--- config.mk ---
export PLATFORM = sky130hd
export DESIGN_NAME = supervisor_service_functions
export DESIGN_NICKNAME = d
export VERILOG_FILES = /design/src/common/supervisor_pkg.sv /design/src/supervisor_service_functions.sv
export VERILOG_INCLUDE_DIRS = /design/src /design/src/common
export SDC_FILE = /design/constraint.sdc
export NUM_CORES = 1
export LEC_CHECK = 0
export CORE_MARGIN = 2
export CORE_UTILIZATION = 40
export DETAILED_ROUTE_END_ITERATION = 6
export DONT_BUFFER_PORTS = 1
export GPL_ROUTABILITY_DRIVEN = 0
export PLACE_DENSITY = 0.52
export SYNTH_ARGS = -nofsm -noshare
export SYNTH_HDL_FRONTEND = slang
export SYNTH_SLANG_ARGS = --single-unit
--- constraint.sdc ---
create_clock -name mclk_i -period 18.9 [get_ports mclk_i]
set_input_delay 1.89 -clock mclk_i [delete_from_list [all_inputs] [get_ports mclk_i]]
set_output_delay 1.89 -clock mclk_i [all_outputs]
set_load 0.01 [all_outputs]
--- src/common/supervisor_regs.svh ---
// register map, field positions, reset values and timing figures of the supervisor block
`ifndef SUPERVISOR_REGS_SVH
`define SUPERVISOR_REGS_SVH

// ----------------------------------------------------------------
// register indexes (byte address = 4 * index)
// ----------------------------------------------------------------
`define IDX_CLOCK_POWER_CONFIG   8'hc5
`define IDX_HS_CLOCK_CAL_VALUE   8'he4
`define IDX_WATCHDOG_DISABLE_KEY 8'hd0
`define IDX_EXECUTION_CONTROL    8'hd1
`define IDX_IRQ_STATUS           8'hd2
`define IDX_IRQ_MASK             8'hd3
`define IDX_TIMESTAMP_HOURS      8'he8
`define IDX_TIMESTAMP_MIN_SEC    8'he9

// ----------------------------------------------------------------
// fields
// ----------------------------------------------------------------
`define CPC_TIME_LATCH_MODE      0
`define CPC_CAL_RATE_LSB         1
`define CPC_CAL_RATE_MSB         3
`define CPC_FREQ_SELECT          4
`define EXC_TIME_LATCH_REQUEST   0
`define IRQ_CAL_UPDATED          0
`define IRQ_TIME_LATCHED         1
`define WATCHDOG_KEY             32'h48db_a399
`define CPC_RESET                32'h0000_0000

// ----------------------------------------------------------------
// timing
// ----------------------------------------------------------------
`define CLOCK_HZ                 250000000
`define WD_OSC_HZ                10000
`define WD_TIMEOUT_S             13
`define SLOW_CLOCK_HZ            32000
`define WD_TICK_CYCLES           (`CLOCK_HZ / `WD_OSC_HZ)
`define WD_TIMEOUT_TICKS         (`WD_TIMEOUT_S * `WD_OSC_HZ)
`define SECOND_CYCLES            (`CLOCK_HZ)
`define SLOW_TICK_CYCLES         (`CLOCK_HZ / `SLOW_CLOCK_HZ)

`endif

--- src/common/supervisor_pkg.sv ---
// types of the supervisor service block
package supervisor_pkg;

    // ----------------------------------------------------------------
    // state of the whole block
    // ----------------------------------------------------------------
    typedef struct packed {
        logic [31:0] hrdata;
        logic        dp_valid;
        logic        dp_write;
        logic [7:0]  dp_index;
        logic        dp_mapped;
        logic        rd_ready;
        logic        latch_mode;
        logic [2:0]  cal_rate;
        logic        freq_select;
        logic        wd_enabled;
        logic [14:0] wd_div;
        logic [17:0] wd_count;
        logic        chip_reset;
        logic [27:0] sec_div;
        logic [5:0]  elapsed_seconds;
        logic [5:0]  elapsed_minutes;
        logic [17:0] elapsed_hours;
        logic [5:0]  lat_sec;
        logic [5:0]  lat_min;
        logic [17:0] lat_hour;
        logic [6:0]  cal_trig_count;
        logic        cal_request;
        logic        cal_busy;
        logic [31:0] cal_value;
        logic [1:0]  irq_status;
        logic [1:0]  irq_mask;
        logic        strap_taken;
        logic        single_source;
        logic [12:0] slow_div;
        logic        slow_tick;
    } state_s;

endpackage

--- src/supervisor_service_functions.sv ---
// supervisor service block: watchdog, elapsed-time stamp, clock management, ahb-lite registers
//
// Notes on behaviour
// - watchdog enabled after every reset
// - uncleared watchdog for 13 s resets chip
// - firmware clear restarts watchdog from zero
// - watchdog counts on 10 kHz internal tick
// - exact key disables watchdog, other re-enables
// - free time counter, software reads latches
// - latch mode 0 on request, 1 per second
// - writing one requests latch, zero ignored
// - hours 17:0, minutes 15:8, seconds 7:0
// - low power: fast oscillator on only when needed
// - no 8 MHz while uart in use
// - calibration by sequencer or external command
// - cal rate 0 off, else 1..100 triggers
// - frequency select picks 4 or 8 MHz
// - update flag set by new calibration value
// - single source: 32 kHz derived, fast osc on
// - single source disables the three counters
`timescale 1ns/10ps
`include "supervisor_regs.svh"

module supervisor_service_functions #(
    parameter logic [14:0] WD_TICK_CYCLES   = 15'(`WD_TICK_CYCLES),
    parameter logic [17:0] WD_TIMEOUT_TICKS = 18'(`WD_TIMEOUT_TICKS),
    parameter logic [27:0] SECOND_CYCLES    = 28'(`SECOND_CYCLES),
    parameter logic [12:0] SLOW_TICK_CYCLES = 13'(`SLOW_TICK_CYCLES)
) (
    // clock and reset
    input  wire logic        mclk_i,
    input  wire logic        reset_i,
    // ahb-lite slave
    input  wire logic        hsel_i,
    input  wire logic [31:0] haddr_i,
    input  wire logic [1:0]  htrans_i,
    input  wire logic        hwrite_i,
    input  wire logic [2:0]  hsize_i,
    input  wire logic [31:0] hwdata_i,
    input  wire logic        hready_i,
    output logic             hreadyout_o,
    output logic             hresp_o,
    output logic [31:0]      hrdata_o,
    // watchdog
    input  wire logic        wdt_clear_i,
    output logic             chip_reset_o,
    // clock management
    input  wire logic        clock_mode_select_pin_i,
    input  wire logic        uart_select_i,
    input  wire logic        measure_request_i,
    input  wire logic        cycle_trigger_i,
    input  wire logic        cal_command_i,
    input  wire logic [31:0] cal_result_i,
    input  wire logic        cal_result_valid_i,
    output logic             cal_request_o,
    output logic             fast_oscillator_enable_o,
    output logic             fast_osc_8mhz_o,
    output logic             slow_tick_o,
    output logic             aux_counters_enable_o,
    // interrupt
    output logic             irq_o
);

    supervisor_pkg::state_s r;
    supervisor_pkg::state_s next_r;

    // ----------------------------------------------------------------
    // calibration interval decode
    // ----------------------------------------------------------------
    function automatic logic [6:0] cal_interval(input logic [2:0] code);
        case (code)
            3'h1:    cal_interval = 7'd1;
            3'h2:    cal_interval = 7'd2;
            3'h3:    cal_interval = 7'd5;
            3'h4:    cal_interval = 7'd10;
            3'h5:    cal_interval = 7'd20;
            3'h6:    cal_interval = 7'd50;
            3'h7:    cal_interval = 7'd100;
            default: cal_interval = 7'd0;
        endcase
    endfunction

    // ----------------------------------------------------------------
    // register read view
    // ----------------------------------------------------------------
    function automatic logic [31:0] read_view(input supervisor_pkg::state_s s,
                                              input logic [7:0] idx);
        logic [31:0] v;
        v = 32'h0000_0000;
        case (idx)
            `IDX_CLOCK_POWER_CONFIG: begin
                v[`CPC_TIME_LATCH_MODE] = s.latch_mode;
                v[`CPC_CAL_RATE_MSB:`CPC_CAL_RATE_LSB] = s.cal_rate;
                v[`CPC_FREQ_SELECT] = s.freq_select;
            end
            `IDX_HS_CLOCK_CAL_VALUE: v = s.cal_value;
            `IDX_IRQ_STATUS:         v[1:0] = s.irq_status;
            `IDX_IRQ_MASK:           v[1:0] = s.irq_mask;
            `IDX_TIMESTAMP_HOURS:    v[17:0] = s.lat_hour;
            `IDX_TIMESTAMP_MIN_SEC: begin
                v[15:8] = {2'h0, s.lat_min};
                v[7:0]  = {2'h0, s.lat_sec};
            end
            default:                 v = 32'h0000_0000;
        endcase
        read_view = v;
    endfunction

    logic        addr_phase;
    logic        wr_phase;
    logic        latch_now;
    logic        second_tick;
    logic [1:0]  irq_set;
    logic [1:0]  irq_clear;
    logic [6:0]  interval;
    logic        wd_restart;

    always_comb begin
        next_r    = r;
        wd_restart = 1'b0;
        irq_set   = 2'h0;
        irq_clear = 2'h0;
        latch_now = 1'b0;
        interval  = cal_interval(r.cal_rate);

        // ------------------------------------------------------------
        // bus slave
        // ------------------------------------------------------------
        // reads take one wait state so that a write just before is seen
        addr_phase = hsel_i && htrans_i[1] && hready_i;
        wr_phase   = r.dp_valid && r.dp_write;
        if (r.dp_valid && !r.dp_write && !r.rd_ready) begin
            next_r.hrdata   = r.dp_mapped ? read_view(r, r.dp_index) : 32'h0000_0000;
            next_r.rd_ready = 1'b1;
        end
        if (hready_i) begin
            next_r.dp_valid  = addr_phase;
            next_r.dp_write  = hwrite_i;
            next_r.dp_index  = haddr_i[9:2];
            next_r.dp_mapped = (haddr_i[31:10] == 22'h0) && (haddr_i[1:0] == 2'h0);
            next_r.rd_ready  = 1'b0;
        end
        if (wr_phase && r.dp_mapped) begin
            case (r.dp_index)
                `IDX_CLOCK_POWER_CONFIG: begin
                    next_r.latch_mode  = hwdata_i[`CPC_TIME_LATCH_MODE];
                    next_r.cal_rate    = hwdata_i[`CPC_CAL_RATE_MSB:`CPC_CAL_RATE_LSB];
                    next_r.freq_select = hwdata_i[`CPC_FREQ_SELECT];
                end
                `IDX_WATCHDOG_DISABLE_KEY: begin
                    next_r.wd_enabled = (hwdata_i != `WATCHDOG_KEY);
                    wd_restart        = 1'b1;
                end
                `IDX_EXECUTION_CONTROL: begin
                    latch_now = hwdata_i[`EXC_TIME_LATCH_REQUEST];
                end
                `IDX_IRQ_STATUS: irq_clear = hwdata_i[1:0];
                `IDX_IRQ_MASK:   next_r.irq_mask = hwdata_i[1:0];
                default: begin
                end
            endcase
        end

        // ------------------------------------------------------------
        // clock mode strap
        // ------------------------------------------------------------
        // taken once after reset release; the pin is static in use
        if (!r.strap_taken) begin
            next_r.strap_taken   = 1'b1;
            next_r.single_source = !clock_mode_select_pin_i;
        end

        // ------------------------------------------------------------
        // watchdog
        // ------------------------------------------------------------
        next_r.chip_reset = 1'b0;
        if (r.wd_div >= WD_TICK_CYCLES - 15'd1) begin
            next_r.wd_div = 15'h0;
        end else begin
            next_r.wd_div = r.wd_div + 15'd1;
        end
        // a key write restarts the count even when a tick falls in the same cycle
        if (wdt_clear_i || wd_restart || !r.wd_enabled) begin
            next_r.wd_count = 18'h0;
        end else if (r.wd_div >= WD_TICK_CYCLES - 15'd1) begin
            if (r.wd_count >= WD_TIMEOUT_TICKS - 18'd1) begin
                next_r.wd_count   = 18'h0;
                next_r.chip_reset = 1'b1;
            end else begin
                next_r.wd_count = r.wd_count + 18'd1;
            end
        end

        // ------------------------------------------------------------
        // elapsed time counter
        // ------------------------------------------------------------
        second_tick = 1'b0;
        if (r.single_source) begin
            next_r.sec_div = 28'h0;
        end else if (r.sec_div >= SECOND_CYCLES - 28'd1) begin
            next_r.sec_div = 28'h0;
            second_tick    = 1'b1;
        end else begin
            next_r.sec_div = r.sec_div + 28'd1;
        end
        if (second_tick) begin
            if (r.elapsed_seconds == 6'd59) begin
                next_r.elapsed_seconds = 6'd0;
                if (r.elapsed_minutes == 6'd59) begin
                    next_r.elapsed_minutes  = 6'd0;
                    next_r.elapsed_hours = r.elapsed_hours + 18'd1;
                end else begin
                    next_r.elapsed_minutes = r.elapsed_minutes + 6'd1;
                end
            end else begin
                next_r.elapsed_seconds = r.elapsed_seconds + 6'd1;
            end
        end
        // automatic latch takes the value as it was before this tick
        if (latch_now || (r.latch_mode && second_tick)) begin
            next_r.lat_sec  = r.elapsed_seconds;
            next_r.lat_min  = r.elapsed_minutes;
            next_r.lat_hour = r.elapsed_hours;
            irq_set[`IRQ_TIME_LATCHED] = 1'b1;
        end

        // ------------------------------------------------------------
        // fast oscillator calibration
        // ------------------------------------------------------------
        next_r.cal_request = 1'b0;
        if (cycle_trigger_i && interval != 7'd0) begin
            if (r.cal_trig_count >= interval - 7'd1) begin
                next_r.cal_trig_count = 7'h0;
                next_r.cal_request    = 1'b1;
            end else begin
                next_r.cal_trig_count = r.cal_trig_count + 7'd1;
            end
        end
        if (interval == 7'd0) begin
            next_r.cal_trig_count = 7'h0;
        end
        if (cal_command_i) begin
            next_r.cal_request = 1'b1;
        end
        if (cal_result_valid_i) begin
            next_r.cal_busy  = 1'b0;
            next_r.cal_value = cal_result_i;
            irq_set[`IRQ_CAL_UPDATED] = 1'b1;
        end
        // a new request outranks a result landing in the same cycle
        if (next_r.cal_request) begin
            next_r.cal_busy = 1'b1;
        end

        // ------------------------------------------------------------
        // derived slow clock
        // ------------------------------------------------------------
        next_r.slow_tick = 1'b0;
        if (!r.single_source) begin
            next_r.slow_div = 13'h0;
        end else if (r.slow_div >= SLOW_TICK_CYCLES - 13'd1) begin
            next_r.slow_div  = 13'h0;
            next_r.slow_tick = 1'b1;
        end else begin
            next_r.slow_div = r.slow_div + 13'd1;
        end

        // ------------------------------------------------------------
        // interrupt status, a new event beats a clear in the same cycle
        // ------------------------------------------------------------
        next_r.irq_status = (r.irq_status & ~irq_clear) | irq_set;
    end

    always_ff @(posedge mclk_i or posedge reset_i) begin
        if (reset_i) begin
            r                <= '0;
            r.latch_mode     <= 1'(`CPC_RESET >> `CPC_TIME_LATCH_MODE);
            r.freq_select    <= 1'b0;
            r.wd_enabled     <= 1'b1;
        end else begin
            r <= next_r;
        end
    end

    // ----------------------------------------------------------------
    // outputs
    // ----------------------------------------------------------------
    assign hreadyout_o  = !(r.dp_valid && !r.dp_write && !r.rd_ready);
    assign hresp_o      = 1'b0;
    assign hrdata_o     = r.hrdata;
    assign chip_reset_o = r.chip_reset;
    assign cal_request_o = r.cal_request;
    assign slow_tick_o  = r.slow_tick;
    // fast oscillator runs only for measurements and pending calibrations unless it feeds the slow clock
    assign fast_oscillator_enable_o = r.single_source || measure_request_i || r.cal_busy;
    // the uart baud logic expects 4 MHz, so the 8 MHz choice yields to it
    assign fast_osc_8mhz_o = r.freq_select && !uart_select_i;
    assign aux_counters_enable_o = r.strap_taken && !r.single_source;
    assign irq_o        = |(r.irq_status & r.irq_mask);

endmodule

== Word-level counts from Yosys, hierarchy flattened ==
Index checks and enable logic that the tools add are counted.
Storage, ports and cells
  output and inout port bits: 41
  input port bits: 113
  register bits after elaboration: 233
  word-level logic and storage cells: 143
Cells by class
  $lt $le $gt $ge: 5
  reductions and logical operators: 37
  add/subtract/negate cells: 9
  equal/unequal tests: 18
  muxes and demuxes: 40
  bitwise operators: 4
Operators by type and width (number)
  equality test 8 bit, second input constant: 8
  2-to-1 mux 28 bit: 2
  one-hot mux 7 bit (7 select lines): 1
  adder 18 x 1 -> 18 bit, second input constant: 2
  2-to-1 mux 18 bit: 2
  2-to-1 mux 33 bit: 1
  one-hot mux 11 bit (3 select lines): 1
  2-to-1 mux 32 bit: 1
  inequality test 32 x 31 -> 1 bit, second input constant: 1
  adder 28 x 1 -> 28 bit, second input constant: 1
  greater-or-equal comparator 28 bit, second input constant: 1
  2-to-1 mux 13 bit: 2
  zero test 22 bit: 1
  2-to-1 mux 19 bit: 1
  greater-or-equal comparator 18 x 17 -> 1 bit, second input constant: 1
  2-to-1 mux 1 bit: 17
  adder 15 x 1 -> 15 bit, second input constant: 1
  greater-or-equal comparator 15 bit, second input constant: 1
  2-to-1 mux 15 bit: 1
  2-to-1 mux 14 bit: 1
  2-to-1 mux 7 bit: 2
  adder 13 x 1 -> 13 bit, second input constant: 1
  greater-or-equal comparator 13 bit, second input constant: 1
  adder 6 x 1 -> 6 bit, second input constant: 2
  other kinds (26): 60

== Logic depth before layout (Yosys ltp) ==
Gate-level depths: netlist of run 1.
  word-level depth: 8
  mapped depth: 11
  depth with buffers taken out: 10

== Worst setup path before layout of run 1 ==
No wires, ideal clock.
  path kind: input port to output port
  start point: input measure_request_i
  end point: output fast_oscillator_enable_o
  data required time: 17.010 ns
  data arrival time: 2.274 ns
  stages on the path: 1
  buffers on the path: 0
  path slack: 14.736 ns
  cell sequence: or3_1
On the way
  longest elaborated chain between the ends: 2
Ends and longest elaborated chain
  from (decl): RTL line supervisor_service_functions.sv:50  | input wire logic measure_request_i,
  logical OR 1 bit (2 in a row): RTL line supervisor_service_functions.sv:295  | assign fast_oscillator_enable_o = r.single_source || measure_request_i || r.cal_busy;
  to (decl): RTL line supervisor_service_functions.sv:56  | output logic fast_oscillator_enable_o,
Every way passes these cells.

== Worst setup path after layout of run 1 ==
Ends and elaborated chain as after synthesis.

==> out/results.ini, run 1 <==
[route]
firstDrtPassIters=4
drcViolationCount=0
viasPerCell=5.369
wl_met2_um=11320
drt_wl_total_um=23890
drt_iter0_drc=438
wl_met1_um=11080
drt-wirelength-per-cell_um=17.33
final_antenna_net_count=0
met3_length_um=858
highest_layer=met4
via_count=7399

[setup_path]
worstSetupPathType=in -> out
worstSetupEndpointType=output port
path_buf_inv=0
r2r_cells=6
r2r-end=hrdata_o[2]
slowest_delay_ns=0.39
regToRegSetupSlack_ns=16.15
crit_family=simple AND/OR/NAND/NOR gates
crit_slowest_cell=or3_1
worstPathRequired_ns=17.01
startpoint=measure_request_i
cp_max_fo=1
arrival_ns=2.28
cp-start-kind=input pin
r2r_start=r[199]
crit_chain=or3_1

[logic_synthesis]
synth_top_family_by_area=simple AND/OR/NAND/NOR gates
synth_top_flop_cell=dfrtp_1
synth_xor_xnor_area_share_pct=5.682
synth_edf_count=0
synth-seq-cells=233
synth_area_per_cell_um2=10.87
synth_fp_nets=1149
synth_common_cells=dfrtp_1 (232), nand2_1 (90), nor2_1 (89), mux2_2 (80), nand3_1 (43)
yosys.area_share.simple_pct=16.89
yosysTopAreaCell=dfrtp_1
async_reset_ff_share_pct=100.0
synthMuxAreaShare_pct=8.315
synth-compound-area-share_pct=9.930
synth_top_area_share_pct=52.42
synthTopCellsByArea=dfrtp_1 (52%), mux2_2 (8.1%), nand2_1 (3.1%)
syn_inst=1019
synthAdderAreaFrac_pct=1.920
ys_warn_count=0
syn_area_mm2=0.01108
synth_cell_types=68
synthMostInstantiatedCell=dfrtp_1
synth_seq_area_share_pct=52.65

[layout]
diodes=0
drive_gt1_share_pct=14.41
area_delta_synth_final_pct=8.235
fillers=2575
fin_area_mm2=0.01199
final_nets=1119

[timing]
skew_ns=0.008398
setup_viol=0
hold_viol=0
rsz0062_at_grt=no
period_share_pct=22.06
slew_viol_final=0
fmax_ghz=0.2398
relSlewSlack_pct=26.02
fin_tns_setup_ns=0
fin_crit_ns=4.169
tightest_slew_ns=1.107

[worst_hold_path]
hp-start=r[121]
hold_end=r[121]
holdPathStages=1
hold_class=reg -> reg

[global_route]
grt_max_degree=104
grt_use_total_pct=16.99
overflow=0
grt_pass1_wl_um=39890
antenna_found_initial=0
grt_pass1_vias=7490

[clock_tree]
clockRootBuffer=clkbuf_16
clk_latency_ns=0.53
clk_pin_slew_ns=0.06
cts_resized=0
cts-hold-fix-buffers=0
cts.sinks=233
clockBufferDepth=3
cts.htree.levels=1
cts_tree=built
numCtsBuffers=27
cts_setup_buffers=0

[pwr]
pwr_density_cell_mw_per_mm2=86.40
ir_worst_vdd_v=0.00007155
p_leak_nw=5.193

[outcome]
status=finished, final reports clean

[die]
die_width_um=170.4
rows=60
start_util_pct=40.87
ios=154
dieArea_mm2=0.02904
core_region_area_mm2=0.02710
die_h_um=170.4

[flow_run]
drv_cap=0

[placement]
dp_hpwl_um=16160
port-buffer-count=0
dpl_cell_area_mm2=0.01119

-- layout make-up --
type                       instances  area (µm²)  share of cell area [%]
clock buffer                      38       757.0                   6.315
inverter                          21       86.33                  0.7202
sequential                       233        5832                   48.65
tap                              372       465.4                   3.883
clock inverter                     8       43.79                  0.3653
timing repair buffer               8       60.06                  0.5010
multi-input combinational        698        4743                   39.57
-- worst max path at each step --
stage | to | slack [ns] | cells past startpoint
final | fast_oscillator_enable_o | 14.73 | 1
after global placement | fast_oscillator_enable_o | 14.73 | 1
after global routing | fast_oscillator_enable_o | 14.73 | 1
after CTS | fast_oscillator_enable_o | 14.73 | 1
after floorplan | cal_request_o | 10.62 | 1
after detailed placement | fast_oscillator_enable_o | 14.73 | 1
-- layout by cell type (no fill, tap or decap), types with 7 or more instances in the layout --
cell type / instances
nand3_1: 43
nand2b_1: 10
a31oi_1: 10
nor2_1: 88
o21ai_0: 36
nor4_1: 19
o31ai_1: 7
a21oi_1: 17
a22o_1: 24
a21o_1: 7
clkbuf_16: 27
mux2_2: 80
nand3b_1: 7
and4_1: 7
or3_1: 7
buf_4: 8
clkinv_2: 7
and3_1: 16
nand2_1: 90
clkbuf_1: 7
xor2_1: 38
xnor2_1: 32
inv_1: 20
o21ai_1: 10
nand4_1: 19
a22oi_1: 13
a222oi_1: 8
nor2b_1: 7
nor3_1: 23
ha_1: 17
dfrtp_1: 232
-- cell families (layout without fill, tap and decap cells) --
| family | count (synthesis) | count (layout) |
|---|---|---|
| compound gates | 157 | 157 |
| simple gates | 369 | 369 |
| xor+xnor | 71 | 71 |
| fa+ha+maj | 17 | 17 |
| buf+inv | 88 | 75 |
| flops | 233 | 233 |
| mux | 82 | 82 |
| other cells | 2 | 2 |
-- state kept, by name (all words and copies together), names as in the netlist --
register       count
slow_tick_o        1
hrdata_o          32
r                198
cal_request_o      1
chip_reset_o       1
-- power breakdown --
part	internal (mW)	switching, mW
clock network	0.277	0.200
registers	0.511	0.0107
logic	0.0142	0.0227
total	0.802	0.234
-- metrics by stage --
stage | worst slack (ns) | hold slack [ns] | power, mW | util [%] | cells
after floorplan | 10.62 | 0.4245 | 0.5591 | - | 1019
after global placement | 14.73 | 0.4426 | 0.5686 | 41.28 | 1332
after detailed placement | 14.73 | 0.4498 | 0.5692 | 41.28 | 1332
after CTS | 14.73 | 0.4577 | 1.054 | 44.23 | 1378
after global routing | 14.73 | 0.4783 | 1.081 | 44.23 | 1378
final | 14.73 | 0.4533 | 1.036 | 44.23 | 1378
-- per-layer routing --
layer / GRT usage (%) / vias up
li1: - / 3556
met1: 23.22 / 3675
met2: 28.01 / 128
met3: 2.488 / 40
met4: 5.203 / 0
met5: 0 / -
Power figures use the tool's default switching activity.
==> run 2, diff against run 1 <==
- PLACE_DENSITY: 0.52 -> 0.54
- clock period: 18.9 -> 3.5 ns (I/O delays scaled with it)
==> run 2 against run 1 <==
Against the previous run:
- combinational power grew to 7.3 times the previous value
- routed wire length is essentially flat
- global-route usage shrank 0.35 points
- sequential cell count is the same
- clock-buffer cell count is the same
- critical path type is now reg -> reg
==> out/results.ini, run 2 (synthesis results as in run 1) <==
[global_route]
overflow=0  ; unchanged
grt_pass1_vias=7583  ; was 7,490
grt_pass1_wl_um=39390  ; was 39,890 µm
grt_max_degree=81  ; was 104
grt_use_total_pct=16.64  ; was 16.99%
antenna_found_initial=0  ; unchanged

[route]
firstDrtPassIters=5  ; was 4
via_count=7626  ; was 7,399
drt_wl_total_um=23870  ; was 23,890 µm
drt-wirelength-per-cell_um=16.55  ; was 17.33 µm
drt_iter0_drc=386  ; was 438
viasPerCell=5.288  ; was 5.369
final_antenna_net_count=0  ; unchanged
drcViolationCount=0  ; unchanged

[setup_path]
worstSetupEndpointType=flip-flop  ; was output port
cp-start-kind=flip-flop  ; was input pin
cp_max_fo=12  ; was 1
r2r_cells=10  ; was 6
worstSetupPathType=reg -> reg  ; was in -> out
arrival_ns=3.05  ; was 2.28 ns
worstPathRequired_ns=3.91  ; was 17.01 ns

[pwr]
swShare_pct=22.02  ; was 22.57%
p_switching_mw=1.305  ; was 233.8 µW
pwr_density_cell_mw_per_mm2=465.0  ; was 86.40 mW/mm²
clkPwrFrac_pct=47.9  ; was 46.0%
p_leak_nw=5.522  ; was 5.193 nW
p_comb_share_pct=4.6  ; was 3.6%
power.share.sequential_pct=47.5  ; was 50.4%
intPower_mw=4.623  ; was 801.9 µW
ir_worst_vdd_v=0.0002914  ; was 0.00007155 V

[timing]
fmax_ghz=0.3788
relSlewSlack_pct=30.89  ; was 26.02%
fin_tns_setup_ns=0  ; unchanged
tightest_slew_ns=1.037  ; was 1.107 ns
setup_viol=0  ; unchanged
rsz0062_at_grt=no  ; unchanged
period_share_pct=75.42
slew_viol_final=0  ; unchanged
fin_crit_ns=2.640
hold_viol=0  ; unchanged
skew_ns=0.009487  ; was 0.008398 ns

[worst_hold_path]
holdPathStages=3  ; was 1
hold_class=in -> reg  ; was reg -> reg

[clock_tree]
cts.htree.levels=1  ; unchanged
cts_tree=built  ; unchanged
clockBufferDepth=3  ; unchanged
cts_resized=0  ; unchanged
clk_pin_slew_ns=0.06  ; about the same
cts.sinks=233  ; unchanged
numCtsBuffers=26  ; was 27
clockRootBuffer=clkbuf_16  ; unchanged
clk_latency_ns=0.52  ; was 0.53 ns
cts_setup_buffers=0  ; unchanged

[placement]
dp_hpwl_um=15980  ; was 16,160 µm
dpl.cell_count=1339  ; was 1,332
port-buffer-count=0  ; unchanged

[die]
start_util_pct=40.87  ; unchanged
ios=154  ; unchanged
core_region_area_mm2=0.02710  ; unchanged
die_h_um=170.4  ; unchanged
die_width_um=170.4  ; unchanged
rows=60  ; unchanged
dieArea_mm2=0.02904  ; unchanged

[layout]
fillers=2500  ; was 2,575
area_delta_synth_final_pct=15.11  ; was 8.235%
layout_commonest_cell=dfrtp_1  ; unchanged
final_cell_mix=dfrtp_1 (232), nand2_1 (90), nor2_1 (89)  ; was dfrtp_1 (232), nand2_1 (90), nor2_1 (88)
largest_register_ffs=198  ; unchanged
layout.cells.non_filler=1442  ; was 1,378
diodes=0  ; unchanged
top_register=r  ; unchanged
drive_gt1_share_pct=14.77  ; was 14.41%
final_nets=1181  ; was 1,119

[outcome]
status=finished, final reports clean  ; unchanged

[flow_run]
drv_cap=0  ; unchanged

[run 2: changes by cell type in the layout (fill, tap and decap cells not counted), moves of 2 or more]
cell           previous run  this run
clkbuf_1                  7         2
clkbuf_8                  4         9
dlygate4sd3_1             0        55
clkinv_2                  7         5
clkinvlp_4                0         2
buf_4                     8        12
buf_12                    0         4
bufinv_16                 0         2
[run 2: metal layers]
layer,track usage (%),share of wire [%]
met2,27.48,48
met4,4.422,2.0
met5,0,0
met3,2.395,3.2
met1,22.99,47
[run 2: power by group through the flow]
stage          sequential [mW]  combinational, mW  clock (mW)
3_3_place_gp              2.86              0.213           0
5_1_grt                   2.83              0.306        3.05
3_5_place_dp              2.87              0.214           0
2_1_floorplan             2.85              0.175           0
4_1_cts                   2.82              0.278        2.93
6_report                  2.82              0.271        2.84
[run 2: repair_timing]
item,in CTS,in global routing
hold endpoints to repair,105,0
hold buffers,56,0
setup endpoints to repair,0,0
[run 2: worst paths after layout]
check                       startpoint      to  slack, ns
max                             r[187]   r[52]       0.86
min                        haddr_i[18]  r[190]       0.03
max reg2reg                     r[187]   r[52]       0.86
min reg2reg                     r[121]  r[121]       0.45
max in group asynchronous      reset_i  r[139]       2.45
min in group asynchronous      reset_i   r[40]       0.27
[run 2: critical path, cell delays in order (launching register included)]
cell and delay [ns]:
dfrtp_1 0.50, nand2b_1 0.25, ha_1 0.26, nor2b_1 0.12, o221ai_1 0.14, ha_1 0.21
a21o_1 0.17, a21oi_1 0.16, o211ai_1 0.20, a31o_2 0.36, a21o_1 0.16
[run 2: metrics by stage]
stage          setup slack [ns]  hold WS, ns  total power, mW  util (%)  cell area, µm²
2_1_floorplan            0.1009       0.4245            3.020         -           11080
3_3_place_gp             0.8801       0.2004            3.076     41.59           11270
3_5_place_dp             0.8601       0.2016            3.080     41.59           11270
4_1_cts                  0.8503     0.005011            6.026     47.05           12750
5_1_grt                  0.6542     0.007273            6.182     47.05           12750
6_report                 0.8604      0.02873            5.929     47.05           12750
[run 2: layout make-up]
class                   instances  area, µm²  share of cell area (%)
clock inverters                 9      101.3                  0.7949
well taps                     372      465.4                   3.651
inverters                      21      82.58                  0.6477
repair buffers                 71      720.7                   5.653
multi-input cells             698       4741                   37.18
flip-flops and latches        233       5832                   45.74
clock buffers                  38      807.0                   6.330
